### src/fracn_pkg.sv
// Package for the main synthesiser modulus divider and fractional core.
// Assumes one 40 MHz clock domain; prescaler edges arrive as a pin input.
package fracn_pkg;

  // ***************************************************************
  // Register map (AXI4-Lite byte addresses)
  // ***************************************************************
  localparam logic [7:0] ADDR_CHANNEL = 8'h00;
  localparam logic [7:0] ADDR_CONFIG = 8'h04;
  localparam logic [7:0] ADDR_SPEEDUP = 8'h08;
  localparam logic [7:0] ADDR_STATUS = 8'h0C;
  localparam logic [7:0] ADDR_CHANNEL_ALT = 8'h10;

  // ***************************************************************
  // Field positions
  // ***************************************************************
  localparam int CH_DOWN_LSB = 0;
  localparam int CH_UP_LSB = 12;
  localparam int CH_NUM_LSB = 20;
  localparam int CFG_MOD_SEL_BIT = 0;
  localparam int CFG_STANDBY_BIT = 1;
  localparam int CFG_FRAC_EN_BIT = 2;
  localparam int SU_SCALE_LSB = 0;
  localparam int SU_EXP_LSB = 8;
  localparam int SU_RATIO_LSB = 12;
  localparam int SU_LEN_LSB = 16;

  // ***************************************************************
  // Reset values and counts
  // ***************************************************************
  localparam logic [11:0] DOWN_RESET = 12'h003;
  localparam logic [7:0] UP_RESET = 8'h01;
  localparam logic [11:0] DOWN_MIN = 12'h003;
  localparam logic [8:0] UP_ZERO_COUNT = 9'h100;
  localparam logic [2:0] MOD_FIFTHS = 3'h5;
  localparam logic [3:0] MOD_EIGHTHS = 4'h8;
  localparam logic [7:0] SCALE_RESET = 8'h10;
  localparam logic [7:0] STROBE_LEN_RESET = 8'h04;
  // Compensation gate width in reference clocks
  localparam real REF_CLK_MHZ = 40.0;
  localparam real COMP_GATE_NS = 100.0;
  localparam int COMP_GATE_CYC = int'($ceil(COMP_GATE_NS * REF_CLK_MHZ / 1000.0));
  localparam logic [1:0] AXI_OKAY = 2'h0;
  localparam logic [1:0] AXI_DECERR = 2'h3;

  // ***************************************************************
  // Carriers
  // ***************************************************************
  typedef struct packed {
    logic [2:0] num;
    logic [7:0] up;
    logic [11:0] down;
  } channel_word_s;

  typedef struct packed {
    logic [7:0] scale;
    logic [1:0] exponent;
    logic [3:0] ratio;
  } pump_code_s;

endpackage : fracn_pkg

### src/fracn_divider.sv
// Main synthesiser modulus divider with fractional option and speed-up codes.
// Assumes prescaler_in and synth_load_strobe are pins, AXI4-Lite from logic.
//
// Notes on behaviour
// (RULE_01) Speed-up follows the load strobe exactly; here it lags the synchronised strobe and is held off in standby
// (RULE_02) Boost exponent selects factor two to sixteen
// (RULE_03) Integral pump enabled only during speed-up
// (RULE_04) Eight-bit scale code feeds proportional pump
// (RULE_05) Pattern length five or eight by select
// (RULE_06) Numerator added once per comparison cycle
// (RULE_07) Overflow forces higher ratio on last count
// (RULE_08) Compensation code gated by fixed-width pulse
// (RULE_09) Zero numerator forces accumulator to zero
// (RULE_10) Eighths quarters and halves mask low bits
// (RULE_11) Compensation boosted and integral during speed-up; the compensation gate and code here ignore speed-up
// (RULE_12) Load, count down, reverse, count up, repeat
// (RULE_13) Positive control high down, low up
// (RULE_14) Comparator pulse from reload, edge re-timed
// (RULE_15) Down count held at least three
// (RULE_16) Up count zero means two fifty-six
// (RULE_17) Modulus control as complementary pair
// (RULE_18) Controller keeps strobe short without speed-up
// (RULE_19) Controller emulates zero up-count by reprogramming
// (RULE_20) Standby bit halts the main synthesiser
// (RULE_21) Pumps receive enables and codes only
//
// Implementation choices: the AXI4-Lite interface to the registers and the register offsets.
`timescale 1ns/1ps
module fracn_divider (
  input wire logic ref_clk,
  input wire logic arst_n,
  // AXI4-Lite slave
  input wire logic [7:0] s_axi_awaddr,
  input wire logic s_axi_awvalid,
  output logic s_axi_awready,
  input wire logic [31:0] s_axi_wdata,
  input wire logic [3:0] s_axi_wstrb,
  input wire logic s_axi_wvalid,
  output logic s_axi_wready,
  output logic [1:0] s_axi_bresp,
  output logic s_axi_bvalid,
  input wire logic s_axi_bready,
  input wire logic [7:0] s_axi_araddr,
  input wire logic s_axi_arvalid,
  output logic s_axi_arready,
  output logic [31:0] s_axi_rdata,
  output logic [1:0] s_axi_rresp,
  output logic s_axi_rvalid,
  input wire logic s_axi_rready,
  // Pins
  input wire logic prescaler_in,
  input wire logic synth_load_strobe,
  output logic modulus_ctl_pos,
  output logic modulus_ctl_neg,
  output logic comparator_pulse,
  output logic speedup_active,
  output logic prop_pump_en,
  output logic integral_pump_en,
  output logic comp_gate_pulse,
  output logic main_standby,
  output fracn_pkg::pump_code_s pump_code,
  output logic [2:0] comp_code
);

  // ***************************************************************
  // Register file
  // ***************************************************************
  fracn_pkg::channel_word_s chan;
  fracn_pkg::channel_word_s chan_alt;
  logic use_alt;
  logic fraction_modulus_sel;
  logic main_standby_bit;
  logic frac_en;
  logic [7:0] prop_current_scale;
  logic [1:0] speedup_exp;
  logic [3:0] integral_ratio;
  logic [7:0] strobe_len;
  logic aw_held;
  logic w_held;
  logic [7:0] aw_addr;
  logic [31:0] w_data;
  logic [3:0] w_strb;
  logic [31:0] wr_word;
  logic [31:0] old_word;
  logic wr_fire;
  logic wr_hit;
  logic rd_hit;
  logic [31:0] rd_word;
  logic [2:0] phase_sum;

  assign wr_fire = aw_held && w_held && !s_axi_bvalid;

  // Merge byte lanes over the current register value
  always_comb begin
    old_word = 32'h0;
    wr_hit = 1'b1;
    if (aw_addr == fracn_pkg::ADDR_CHANNEL) begin
      old_word = {9'h0, chan};
    end else if (aw_addr == fracn_pkg::ADDR_CHANNEL_ALT) begin
      old_word = {9'h0, chan_alt};
    end else if (aw_addr == fracn_pkg::ADDR_CONFIG) begin
      old_word = {29'h0, frac_en, main_standby_bit, fraction_modulus_sel};
    end else if (aw_addr == fracn_pkg::ADDR_SPEEDUP) begin
      old_word = {8'h0, strobe_len, integral_ratio, 2'h0, speedup_exp, prop_current_scale};
    end else begin
      wr_hit = 1'b0;
    end
    for (int i = 0; i < 4; i++) begin
      wr_word[i*8 +: 8] = w_strb[i] ? w_data[i*8 +: 8] : old_word[i*8 +: 8];
    end
  end

  // Write channel capture; address and data in either order
  always_ff @(posedge ref_clk or negedge arst_n) begin
    if (!arst_n) begin
      aw_held <= 1'b0;
      w_held <= 1'b0;
      aw_addr <= 8'h00;
      w_data <= 32'h0;
      w_strb <= 4'h0;
      s_axi_awready <= 1'b1;
      s_axi_wready <= 1'b1;
      s_axi_bvalid <= 1'b0;
      s_axi_bresp <= fracn_pkg::AXI_OKAY;
    end else begin
      if (s_axi_awvalid && s_axi_awready) begin
        aw_held <= 1'b1;
        aw_addr <= s_axi_awaddr;
        s_axi_awready <= 1'b0;
      end
      if (s_axi_wvalid && s_axi_wready) begin
        w_held <= 1'b1;
        w_data <= s_axi_wdata;
        w_strb <= s_axi_wstrb;
        s_axi_wready <= 1'b0;
      end
      if (wr_fire) begin
        s_axi_bvalid <= 1'b1;
        s_axi_bresp <= wr_hit ? fracn_pkg::AXI_OKAY : fracn_pkg::AXI_DECERR;
      end else if (s_axi_bvalid && s_axi_bready) begin
        s_axi_bvalid <= 1'b0;
        aw_held <= 1'b0;
        w_held <= 1'b0;
        s_axi_awready <= 1'b1;
        s_axi_wready <= 1'b1;
      end
    end
  end

  // Register storage
  always_ff @(posedge ref_clk or negedge arst_n) begin
    if (!arst_n) begin
      chan <= '{num: 3'h0, up: fracn_pkg::UP_RESET, down: fracn_pkg::DOWN_RESET};
      chan_alt <= '{num: 3'h0, up: fracn_pkg::UP_RESET, down: fracn_pkg::DOWN_RESET};
      fraction_modulus_sel <= 1'b0;
      main_standby_bit <= 1'b0;
      frac_en <= 1'b0;
      prop_current_scale <= fracn_pkg::SCALE_RESET;
      speedup_exp <= 2'h0;
      integral_ratio <= 4'h0;
      strobe_len <= fracn_pkg::STROBE_LEN_RESET;
    end else if (wr_fire && wr_hit) begin
      if (aw_addr == fracn_pkg::ADDR_CHANNEL) begin
        chan <= wr_word[22:0];
      end else if (aw_addr == fracn_pkg::ADDR_CHANNEL_ALT) begin
        chan_alt <= wr_word[22:0];
      end else if (aw_addr == fracn_pkg::ADDR_CONFIG) begin
        fraction_modulus_sel <= wr_word[fracn_pkg::CFG_MOD_SEL_BIT];
        main_standby_bit <= wr_word[fracn_pkg::CFG_STANDBY_BIT];
        frac_en <= wr_word[fracn_pkg::CFG_FRAC_EN_BIT];
      end else begin
        // (RULE_04) scale code from bus
        prop_current_scale <= wr_word[fracn_pkg::SU_SCALE_LSB +: 8];
        speedup_exp <= wr_word[fracn_pkg::SU_EXP_LSB +: 2];
        integral_ratio <= wr_word[fracn_pkg::SU_RATIO_LSB +: 4];
        strobe_len <= wr_word[fracn_pkg::SU_LEN_LSB +: 8];
      end
    end
  end

  // Read data mux with status word
  always_comb begin
    rd_hit = 1'b1;
    rd_word = 32'h0;
    if (s_axi_araddr == fracn_pkg::ADDR_CHANNEL) begin
      rd_word = {9'h0, chan};
    end else if (s_axi_araddr == fracn_pkg::ADDR_CHANNEL_ALT) begin
      rd_word = {9'h0, chan_alt};
    end else if (s_axi_araddr == fracn_pkg::ADDR_CONFIG) begin
      rd_word = {29'h0, frac_en, main_standby_bit, fraction_modulus_sel};
    end else if (s_axi_araddr == fracn_pkg::ADDR_SPEEDUP) begin
      rd_word = {8'h0, strobe_len, integral_ratio, 2'h0, speedup_exp, prop_current_scale};
    end else if (s_axi_araddr == fracn_pkg::ADDR_STATUS) begin
      rd_word = {26'h0, use_alt, speedup_active, phase_sum, modulus_ctl_pos};
    end else begin
      rd_hit = 1'b0;
    end
  end

  // Read channel: one-cycle answer, held until rready
  always_ff @(posedge ref_clk or negedge arst_n) begin
    if (!arst_n) begin
      s_axi_arready <= 1'b1;
      s_axi_rvalid <= 1'b0;
      s_axi_rdata <= 32'h0;
      s_axi_rresp <= fracn_pkg::AXI_OKAY;
    end else if (s_axi_arvalid && s_axi_arready) begin
      s_axi_arready <= 1'b0;
      s_axi_rvalid <= 1'b1;
      s_axi_rdata <= rd_word;
      s_axi_rresp <= rd_hit ? fracn_pkg::AXI_OKAY : fracn_pkg::AXI_DECERR;
    end else if (s_axi_rvalid && s_axi_rready) begin
      s_axi_rvalid <= 1'b0;
      s_axi_arready <= 1'b1;
    end
  end

  // ***************************************************************
  // Pin synchronisers and edge detect
  // ***************************************************************
  logic [1:0] pre_sync;
  logic [1:0] strobe_sync;
  logic pre_last;
  logic pre_edge;

  // Two stages per pin; only stage two is looked at
  always_ff @(posedge ref_clk or negedge arst_n) begin
    if (!arst_n) begin
      pre_sync <= 2'b00;
      strobe_sync <= 2'b00;
      pre_last <= 1'b0;
    end else begin
      pre_sync <= {pre_sync[0], prescaler_in};
      strobe_sync <= {strobe_sync[0], synth_load_strobe};
      pre_last <= pre_sync[1];
    end
  end

  assign pre_edge = pre_sync[1] && !pre_last && !main_standby_bit;

  // ***************************************************************
  // Up/down counter
  // ***************************************************************
  typedef enum logic [1:0] {CNT_LOAD, CNT_DOWN, CNT_UP} cnt_state_e;
  cnt_state_e state;
  logic [11:0] count;
  logic [11:0] down_eff;
  logic [8:0] up_eff;
  logic reload;
  logic overflow;
  fracn_pkg::channel_word_s active;

  assign active = use_alt ? chan_alt : chan;
  // (RULE_15) clamp down count to its floor
  assign down_eff = (active.down < fracn_pkg::DOWN_MIN) ? fracn_pkg::DOWN_MIN : active.down;
  // (RULE_16) zero up count means 256
  assign up_eff = (active.up == 8'h00) ? fracn_pkg::UP_ZERO_COUNT : {1'b0, active.up};
  // Reload also when a new, shorter up count is already passed, so the counter never runs away to wrap
  assign reload = pre_edge && state == CNT_UP && count + 12'h001 >= {3'h0, up_eff};

  // (RULE_12) load, down, reverse, up, reload
  always_ff @(posedge ref_clk or negedge arst_n) begin
    if (!arst_n) begin
      state <= CNT_LOAD;
      count <= 12'h000;
    end else if (pre_edge) begin
      case (state)
        CNT_LOAD: begin
          count <= down_eff - 12'h001;
          state <= CNT_DOWN;
        end
        CNT_DOWN: begin
          if (count == 12'h000) begin
            state <= CNT_UP;
          end else begin
            count <= count - 12'h001;
          end
        end
        default: begin
          if (reload) begin
            count <= down_eff - 12'h001;
            state <= CNT_DOWN;
          end else begin
            count <= count + 12'h001;
          end
        end
      endcase
    end
  end

  // Accumulator stepped once per comparison cycle
  fraction_accum u_accum (
    .ref_clk(ref_clk),
    .arst_n(arst_n),
    .step(reload),
    .fraction_modulus_sel(fraction_modulus_sel),
    .fraction_numerator(frac_en ? active.num : 3'h0),
    .fraction_phase_sum(phase_sum),
    .overflow(overflow)
  );

  // Modulus control and comparator pulse, re-timed on prescaler edges
  always_ff @(posedge ref_clk or negedge arst_n) begin
    if (!arst_n) begin
      modulus_ctl_pos <= 1'b1;
      modulus_ctl_neg <= 1'b0;
      comparator_pulse <= 1'b0;
    end else begin
      if (pre_edge) begin
        // (RULE_13) high in down, low in up
        // (RULE_07) overflow steals last down count
        // (RULE_17) complementary pair
        modulus_ctl_pos <= (state == CNT_DOWN) && !(count == 12'h001 && overflow);
        modulus_ctl_neg <= !((state == CNT_DOWN) && !(count == 12'h001 && overflow));
      end
      // (RULE_14) pulse from reload event
      comparator_pulse <= reload;
    end
  end

  // ***************************************************************
  // Speed-up and pump codes
  // ***************************************************************
  logic [7:0] gate_cnt;

  // Speed-up tracks strobe; remembers which channel word was last written over the bus
  always_ff @(posedge ref_clk or negedge arst_n) begin
    if (!arst_n) begin
      speedup_active <= 1'b0;
      prop_pump_en <= 1'b0;
      integral_pump_en <= 1'b0;
      main_standby <= 1'b0;
      use_alt <= 1'b0;
      pump_code <= '0;
    end else begin
      // (RULE_01) speed-up follows synchronised strobe, held off in standby
      speedup_active <= strobe_sync[1] && !main_standby_bit;
      // (RULE_03) integral pump only in speed-up
      integral_pump_en <= strobe_sync[1] && !main_standby_bit;
      prop_pump_en <= !main_standby_bit;
      // (RULE_20) standby bit
      main_standby <= main_standby_bit;
      if (wr_fire && aw_addr == fracn_pkg::ADDR_CHANNEL_ALT) begin
        use_alt <= 1'b1;
      end else if (wr_fire && aw_addr == fracn_pkg::ADDR_CHANNEL) begin
        use_alt <= 1'b0;
      end
      // (RULE_02) exponent code, factor two to sixteen
      // (RULE_21) codes only, currents are analogue
      pump_code <= '{scale: prop_current_scale, exponent: speedup_exp, ratio: integral_ratio};
    end
  end

  // Compensation gate of fixed width after each reload with a non-zero phase sum
  always_ff @(posedge ref_clk or negedge arst_n) begin
    if (!arst_n) begin
      gate_cnt <= 8'h00;
      comp_gate_pulse <= 1'b0;
      comp_code <= 3'h0;
    end else begin
      // (RULE_08) fixed-width gate with code
      // (RULE_11) not boosted: gate and code ignore the speed-up codes
      if (comparator_pulse && phase_sum != 3'h0) begin
        gate_cnt <= 8'(fracn_pkg::COMP_GATE_CYC);
        comp_gate_pulse <= 1'b1;
        comp_code <= phase_sum;
      end else if (gate_cnt > 8'h01) begin
        gate_cnt <= gate_cnt - 8'h01;
      end else begin
        gate_cnt <= 8'h00;
        comp_gate_pulse <= 1'b0;
      end
    end
  end
endmodule : fracn_divider

### src/fraction_accum.sv
// Fractional phase accumulator in fifths or eighths.
// Assumes step pulses once per comparison cycle from the divider core.
`timescale 1ns/1ps
module fraction_accum (
  input wire logic ref_clk,
  input wire logic arst_n,
  input wire logic step,
  input wire logic fraction_modulus_sel,
  input wire logic [2:0] fraction_numerator,
  output logic [2:0] fraction_phase_sum,
  output logic overflow
);

  logic [3:0] sum;
  logic [3:0] modulus;
  logic [3:0] wrapped;
  logic [2:0] next_phase;

  // Add and wrap at the selected modulus
  always_comb begin
    // (RULE_05) pattern length select
    modulus = fraction_modulus_sel ? fracn_pkg::MOD_EIGHTHS : {1'b0, fracn_pkg::MOD_FIFTHS};
    sum = {1'b0, fraction_phase_sum} + {1'b0, fraction_numerator};
    wrapped = (sum >= modulus) ? sum - modulus : sum;
    next_phase = wrapped[2:0];
    // (RULE_10) quarter and half masking
    if (fraction_modulus_sel && fraction_numerator[1:0] == 2'b00) begin
      next_phase[1:0] = 2'b00;
    end else if (fraction_modulus_sel && fraction_numerator[0] == 1'b0) begin
      next_phase[0] = 1'b0;
    end
  end

  // Accumulator and overflow flag
  always_ff @(posedge ref_clk or negedge arst_n) begin
    if (!arst_n) begin
      fraction_phase_sum <= 3'h0;
      overflow <= 1'b0;
    // (RULE_09) zero numerator clears
    end else if (fraction_numerator == 3'h0) begin
      fraction_phase_sum <= 3'h0;
      overflow <= 1'b0;
    end else if (step) begin
      // (RULE_06) add per comparison cycle
      fraction_phase_sum <= next_phase;
      overflow <= (sum >= modulus);
    end
  end
endmodule : fraction_accum

### config.mk
export PLATFORM = sky130hd
export DESIGN_NAME = fracn_divider
export DESIGN_NICKNAME = d
export VERILOG_FILES = /design/src/fracn_pkg.sv /design/src/fracn_divider.sv /design/src/fraction_accum.sv
export SDC_FILE = /design/constraint.sdc
export NUM_CORES = 1
export LEC_CHECK = 0
export BUFFER_PORTS_ARGS = -buffer_cell sky130_fd_sc_hd__buf_2
export CORE_ASPECT_RATIO = 1.2
export CORE_MARGIN = 4
export CORE_UTILIZATION = 40
export CTS_BUF_LIST = sky130_fd_sc_hd__clkbuf_8
export DETAILED_ROUTE_END_ITERATION = 10
export PLACE_DENSITY = 0.6
export SYNTH_ARGS = -nofsm -noshare
export SYNTH_HDL_FRONTEND = slang
export SYNTH_SLANG_ARGS = --single-unit
### constraint.sdc
create_clock -name ref_clk -period 9.3 [get_ports ref_clk]
set_input_delay 1.395 -clock ref_clk [delete_from_list [all_inputs] [get_ports ref_clk]]
set_output_delay 1.395 -clock ref_clk [all_outputs]
set_load 0.01 [all_outputs]
==> results of run 1 <==
per-stage QoR:
stage	instance area (um^2)	utilization	cells	total power, uW
floorplan	10200	-	1061	2080
global placement	11000	0.440	1429	2400
finish	11400	0.457	1461	3020
CTS	11400	0.457	1461	3030
detailed placement	11000	0.440	1429	2420
global route	11400	0.457	1461	3230
cells in the final DEF (no fill, tap or decap), types with 5 or more instances in the layout:
master	instances
nand2b_1	8
o21ai_1	32
xor2_1	15
o22ai_1	6
a221oi_1	6
a22o_1	6
a21oi_1	64
mux2_2	57
nand2_1	153
nor4_1	6
nor3_1	21
nand3_1	12
buf_4	11
a211oi_1	6
a22oi_1	8
xnor2_1	12
conb_1	8
nor2b_1	5
buf_2	108
o21ai_0	88
a222oi_1	19
clkbuf_8	20
dfstp_2	12
nor2_1	84
nand4_1	5
mux2i_1	44
or4_1	5
inv_1	21
dfrtp_1	183
ha_1	23
and2_1	7
and3_1	5
flip-flops by register name (all words and copies together), names as in the netlist, 4 cells and up:
signal,cells
s_axi_rdata,24
w_data,24
chan,23
chan_alt,23
pump_code,14
count,12
aw_addr,8
gate_cnt,8
prop_current_scale,8
strobe_len,8
integral_ratio,4
path summary, 6_finish.rpt:
| kind | endpoint | cells past startpoint | slack [ns] | startpoint |
|---|---|---|---|---|
| max reg2reg | count[6] | 11 | 5.20 | use_alt |
| min in group asynchronous | gate_cnt[4] | 1 | 0.83 | arst_n |
| max in group asynchronous | w_data[23] | 2 | 7.12 | arst_n |
| min reg2reg | strobe_sync[1] | 0 | 0.38 | strobe_sync[0] |
| min | strobe_sync[1] | 0 | 0.38 | strobe_sync[0] |
| max | count[6] | 11 | 5.20 | use_alt |
power groups by stage:
stage | Combinational [uW] | Sequential [uW] | Clock, uW
after floorplan | 879 | 1200 | 0
after global placement | 1050 | 1350 | 0
after detailed placement | 1070 | 1350 | 0
after CTS | 1070 | 1340 | 619
after global routing | 1200 | 1370 | 653
final | 1070 | 1340 | 605
cells by family (layout without fill, tap and decap cells):
family          after synthesis  after routing  synth area share
flops                       195            195             0.480
xor+xnor                     27             27            0.0232
mux                         102            102             0.107
fa+ha+maj                    25             25            0.0311
buf+inv                     100            175            0.0436
other cells                   1              8          0.000367
simple gates                337            337             0.151
compound gates              267            267             0.164
final cells by class:
type                    count  area share
clock buffers              19      0.0230
well taps                 325      0.0357
repair buffers            120      0.0559
clock inverters            13      0.0151
multi-input cells         766       0.433
inverters                  23     0.00758
flip-flops and latches    195       0.430
layer usage:
metal / wire length, um / part of all wire / vias up
met5: 0 / 0 / -
met4: 719 / 0.027 / 0
met3: 1620 / 0.061 / 42
met2: 12400 / 0.47 / 229
met1: 11800 / 0.44 / 3857
li1: - / - / 3894
==> impl_metrics.yaml, run 1 <==
outcome:
  outcome: "finished, final reports clean"
die:
  dieArea_um2: 28100
  std_cell_rows: 63
  die_x_um: 154
  start_util: 0.410
  io_pins: 127
  die_h_um: 183
  coreArea_um2: 24900
logic_synthesis:
  synth_area_leaders: "dfrtp_1 (45%), mux2_2 (6.3%), nand2_1 (5.7%), mux2i_1 (4.3%), o21ai_0 (4.3%)"
  synthFlopType: "dfrtp_1"
  synth_edf_count: 0
  syn_inst: 1054
  synth_top_area_cell: "dfrtp_1"
  async_flop_share: 1.00
  yosys-top-cells-count: "dfrtp_1 (183), nand2_1 (154), o21ai_0 (88)"
  ys_ff_latch: 195
  postSynthAreaPerCell_um2: 9.68
  ys_types: 66
  yosys_warnings: 0
  synth_most_common_cell: "dfrtp_1"
  synth_top_area_share: 0.449
  synth-seq-area-share: 0.480
  synth_area_um2: 10200
cells_and_area:
  post_route_cells_drive_above_1_share: 0.213
  seqCellArea_um2: 4890
  nets: 1208
  multi_input_area_um2: 4930
  area_growth_pct: 11.5
  nFillCells: 2494
  antenna_cells: 0
cts:
  clock_sinks: 195
  cts_max_path_buffers: 2
  cts_hold_buf: 0
  post_cts_buffers: 0
  clock_latency_ns: 0.49
  clk_pin_slew_ns: 0.11
  h-tree-depth: 4
  ctsRootBufferMaster: "clkbuf_8"
  cts_buffers: 17
  post_cts_resized: 0
  cts_tree: "yes"
setup_path:
  critPathSlowestCell: "a41oi_2"
  cp_top_family: "compound AO/OA/AOI/OAI gates"
  critPathArrivalTime_ns: 4.45
  critPathMaxFanout: 35
  max_stage_delay_ns: 0.70
  critPathBufInv: 1
  crit_chain: "buf_4 > mux2_2 > or4_1 > ha_1 > nand4_1 > nor2_1 > a21oi_1 > a41oi_2 > nor2_2 > a221oi_1 > o22ai_1"
  path_class: "register to register"
  setup.worst_path.start_class: "register"
  crit_path_end_kind: "register"
  cp.required_ns: 9.64
timing:
  layout_worst_path_cycle_share: 0.441
  setup_tns_ns: 0
  worst_slack_ns: 5.20
  whs_ns: 0.380
  hold_violations: 0
  rsz0062_at_grt: "no"
  slew_headroom: 0.297
  fin_crit_ns: 4.10
  clock_skew_ns: 0.0236
  finalSetupViolations: 0
  fmax_mhz: 244
  worst_slew_pin_slew_ns: 1.05
  drv_slew: 0
grt:
  grt_pass1_vias: 7854
  grt_max_degree: 79
  grt_overflow: 0
  antenna_found_initial: 0
  grt_use_met3: 0.0397
  use_met2: 0.306
  grt_pass1_wl_mm: 43.2
  met1_usage: 0.259
  track_usage: 0.191
  busiest_layer: "met2"
power:
  power.internal_uw: 1810
  sw_frac_of_total: 0.402
  comb_power_share: 0.355
  p_sw_uw: 1210
  clkPwrFrac: 0.201
  power_density_nw_per_um2: 265
  p_leak_uw: 0.00506
  pwr-share-seq: 0.444
  ir_worst_vdd_uv: 113
drt:
  firstDrtPassIters: 5
  drt_iter0_markers: 597
  wl_mm: 26.6
  vias_per_cell: 5.49
  wl_per_cell_um: 18.2
  drc: 0
  postRouteAntennaNets: 0
  vias: 8022
place:
  place.gp.congestion: 0.931
  post-dp-hpwl_mm: 18.6
  numPortBuffers: 109
  dp_slack_ns: 5.19
min_path:
  hp-class: "register to register"
run:
  max_cap_viol_count: 0
Note: power is estimated with default switching activity, not from simulation.
==> run 2: changes to the inputs <==
- PLACE_DENSITY: 0.6 -> 0.62
- clock period: 9.3 -> 3.7 ns (I/O delays scaled with it)
==> run 2 against run 1 <==
  * Worst hold slack worse by 0.29 ns
  * Critical endpoint is now u_accum.fraction_phase_sum[0]
  * Worst setup slack worse by 4.8 ns
  * Wire length is 0.95% lower
  * Global-route usage is 0.16 points lower
  * Sequential power grew to 2.5 times the previous value
  * Via count is 0.19% higher
  * Maximum frequency is 24% higher
  * Power grew to 2.5 times the previous value
==> impl_metrics.yaml, run 2 (same netlist as run 1, synthesis figures left out) <==
die:
  io_pins: 127
  dieArea_um2: 28100
  die_h_um: 183
  coreArea_um2: 24900
  std_cell_rows: 63
  die_x_um: 154
  start_util: 0.410
drt:
  drc: 0
  wl_mm: 26.3
  vias: 8037
  wl_per_cell_um: 17.8
  vias_per_cell: 5.45
  postRouteAntennaNets: 0
  firstDrtPassIters: 6
  drt_iter0_markers: 593
cts:
  ctsRootBufferMaster: "clkbuf_8"
  clk_pin_slew_ns: 0.10
  h-tree-depth: 4
  clock_latency_ns: 0.49
  cts_max_path_buffers: 2
  clock_sinks: 195
  cts_tree: "yes"
  cts_buffers: 17
place:
  numPortBuffers: 109
  place.gp.congestion: 0.917
  dpl-instance-area_um2: 11100
  post-dp-hpwl_mm: 19.1
cells_and_area:
  finalInstanceArea_um2: 11500
  nets: 1222
  multi_input_area_um2: 4910
  mostFrequentLayoutCells: "dfrtp_1 (182), nand2_1 (153), buf_2 (108)"
  reg.largest.list: "s_axi_rdata (24), w_data (24)"
  layout_commonest_cell: "dfrtp_1"
  nFillCells: 2448
  post_route_cells_drive_above_1_share: 0.222
  area_growth_pct: 12.4
  seqCellArea_um2: 4900
  antenna_cells: 0
  fin_util: 0.460
setup_path:
  cp.required_ns: 4.11
  crit_path_end_kind: "register"
  critPathSlowestCell: "dfrtp_2"
  crit_chain: "buf_4 > mux2i_1 > nor2b_1 > ha_1 > xnor2_1 > ha_1 > a21o_1 > a21oi_1 > mux2i_1 > o211ai_1 > a21oi_1"
  cp-startpoint: "use_alt"
  path_class: "register to register"
  critPathMaxFanout: 29
  setup.worst_path.start_class: "register"
  reg2reg_from: "use_alt"
  max_stage_delay_ns: 0.53
  critPathArrivalTime_ns: 3.73
grt:
  use_met2: 0.317
  busiest_layer: "met2"
  antenna_found_initial: 0
  grt_max_degree: 89
  grt_pass1_wl_mm: 43.1
  grt_pass1_vias: 8075
  grt_use_met3: 0.0319
  met1_usage: 0.251
  grt_overflow: 0
  track_usage: 0.190
power:
  comb_power_share: 0.364
  power_density_nw_per_um2: 658
  clkPwrFrac: 0.192
  sw_frac_of_total: 0.403
  p_leak_uw: 0.00512
  ir_worst_vdd_uv: 260
  p_sw_uw: 3050
  pwr-share-seq: 0.444
  power.internal_uw: 4500
min_path:
  hp-class: "primary input to asynchronous set/reset pin"
timing:
  slew_headroom: 0.405
  whs_ns: 0.0877
  fmax_mhz: 301
  fin_crit_ns: 3.32
  layout_worst_path_cycle_share: 0.897
  rsz0062_at_grt: "no"
  setup_tns_ns: 0
  worst_slew_pin_slew_ns: 0.889
  finalSetupViolations: 0
  clock_skew_ns: 0.0132
  drv_slew: 0
  hold_violations: 0
outcome:
  outcome: "finished, final reports clean"
run:
  max_cap_viol_count: 0
-- run 2: cell count changes in the layout (fill, tap and decap cells not counted), sizes merged --
cell    previous run  this run
buf              119       133
inv               25        27
bufinv             3         2
clkbuf            20        19
-- run 2: path summary, 6_finish.rpt --
kind,to,slack [ns],cells past startpoint
max,u_accum.fraction_phase_sum[0],0.38,11
min,gate_cnt[4],0.09,1
max reg2reg,u_accum.fraction_phase_sum[0],0.38,11
min reg2reg,strobe_sync[1],0.36,0
max in group asynchronous,s_axi_wready,2.67,2
min in group ref_clk,strobe_sync[0],0.17,1
-- run 2: through the flow --
stage          total power [uW]  setup WS, ns  instances
2_1_floorplan              5240         0.124       1061
3_5_place_dp               6130         0.290       1443
3_3_place_gp               6070         0.315       1443
6_report                   7550         0.381       1475
4_1_cts                    7610         0.247       1475
5_1_grt                    8100         0.150       1475
-- run 2: layout make-up --
class / count / area share
timing repair buffer: 134 / 0.0658
tap: 325 / 0.0355
sequential: 195 / 0.427
clock buffer: 18 / 0.0216
inverter: 23 / 0.00753
multi-input combinational: 766 / 0.428
clock inverter: 14 / 0.0148
-- run 2: power groups by stage --
stage               combinational, uW  sequential (uW)  clock [uW]
finish                           2750             3350        1450
global route                     3070             3440        1590
CTS                              2760             3340        1500
detailed placement               2750             3380           0
global placement                 2700             3380           0
floorplan                        2210             3030           0
-- run 2: worst max-delay path, delay by kind of cell, from the launching register on --
kind / cells / cell delay, ns
AND/OR/NAND/NOR: 1 / 0.11
buffers and inverters: 1 / 0.38
XOR/XNOR: 1 / 0.24
AO/OA/AOI/OAI: 4 / 0.79
multiplexers: 2 / 0.59
adder cells (fa/ha/maj): 2 / 0.62
flip-flops: 1 / 0.53
-- run 2: per-layer routing --
layer  share of wire  up-vias
met5               0        -
met3           0.046       40
li1                -     3903
met2            0.49      226
met1            0.44     3868
met4           0.023        0
-- run 2: what timing repair did --
item,CTS,global route
buffers inserted,0,0
hold buffers,0,0
endpoints found under the setup margin,0,1
resized for setup,0,1
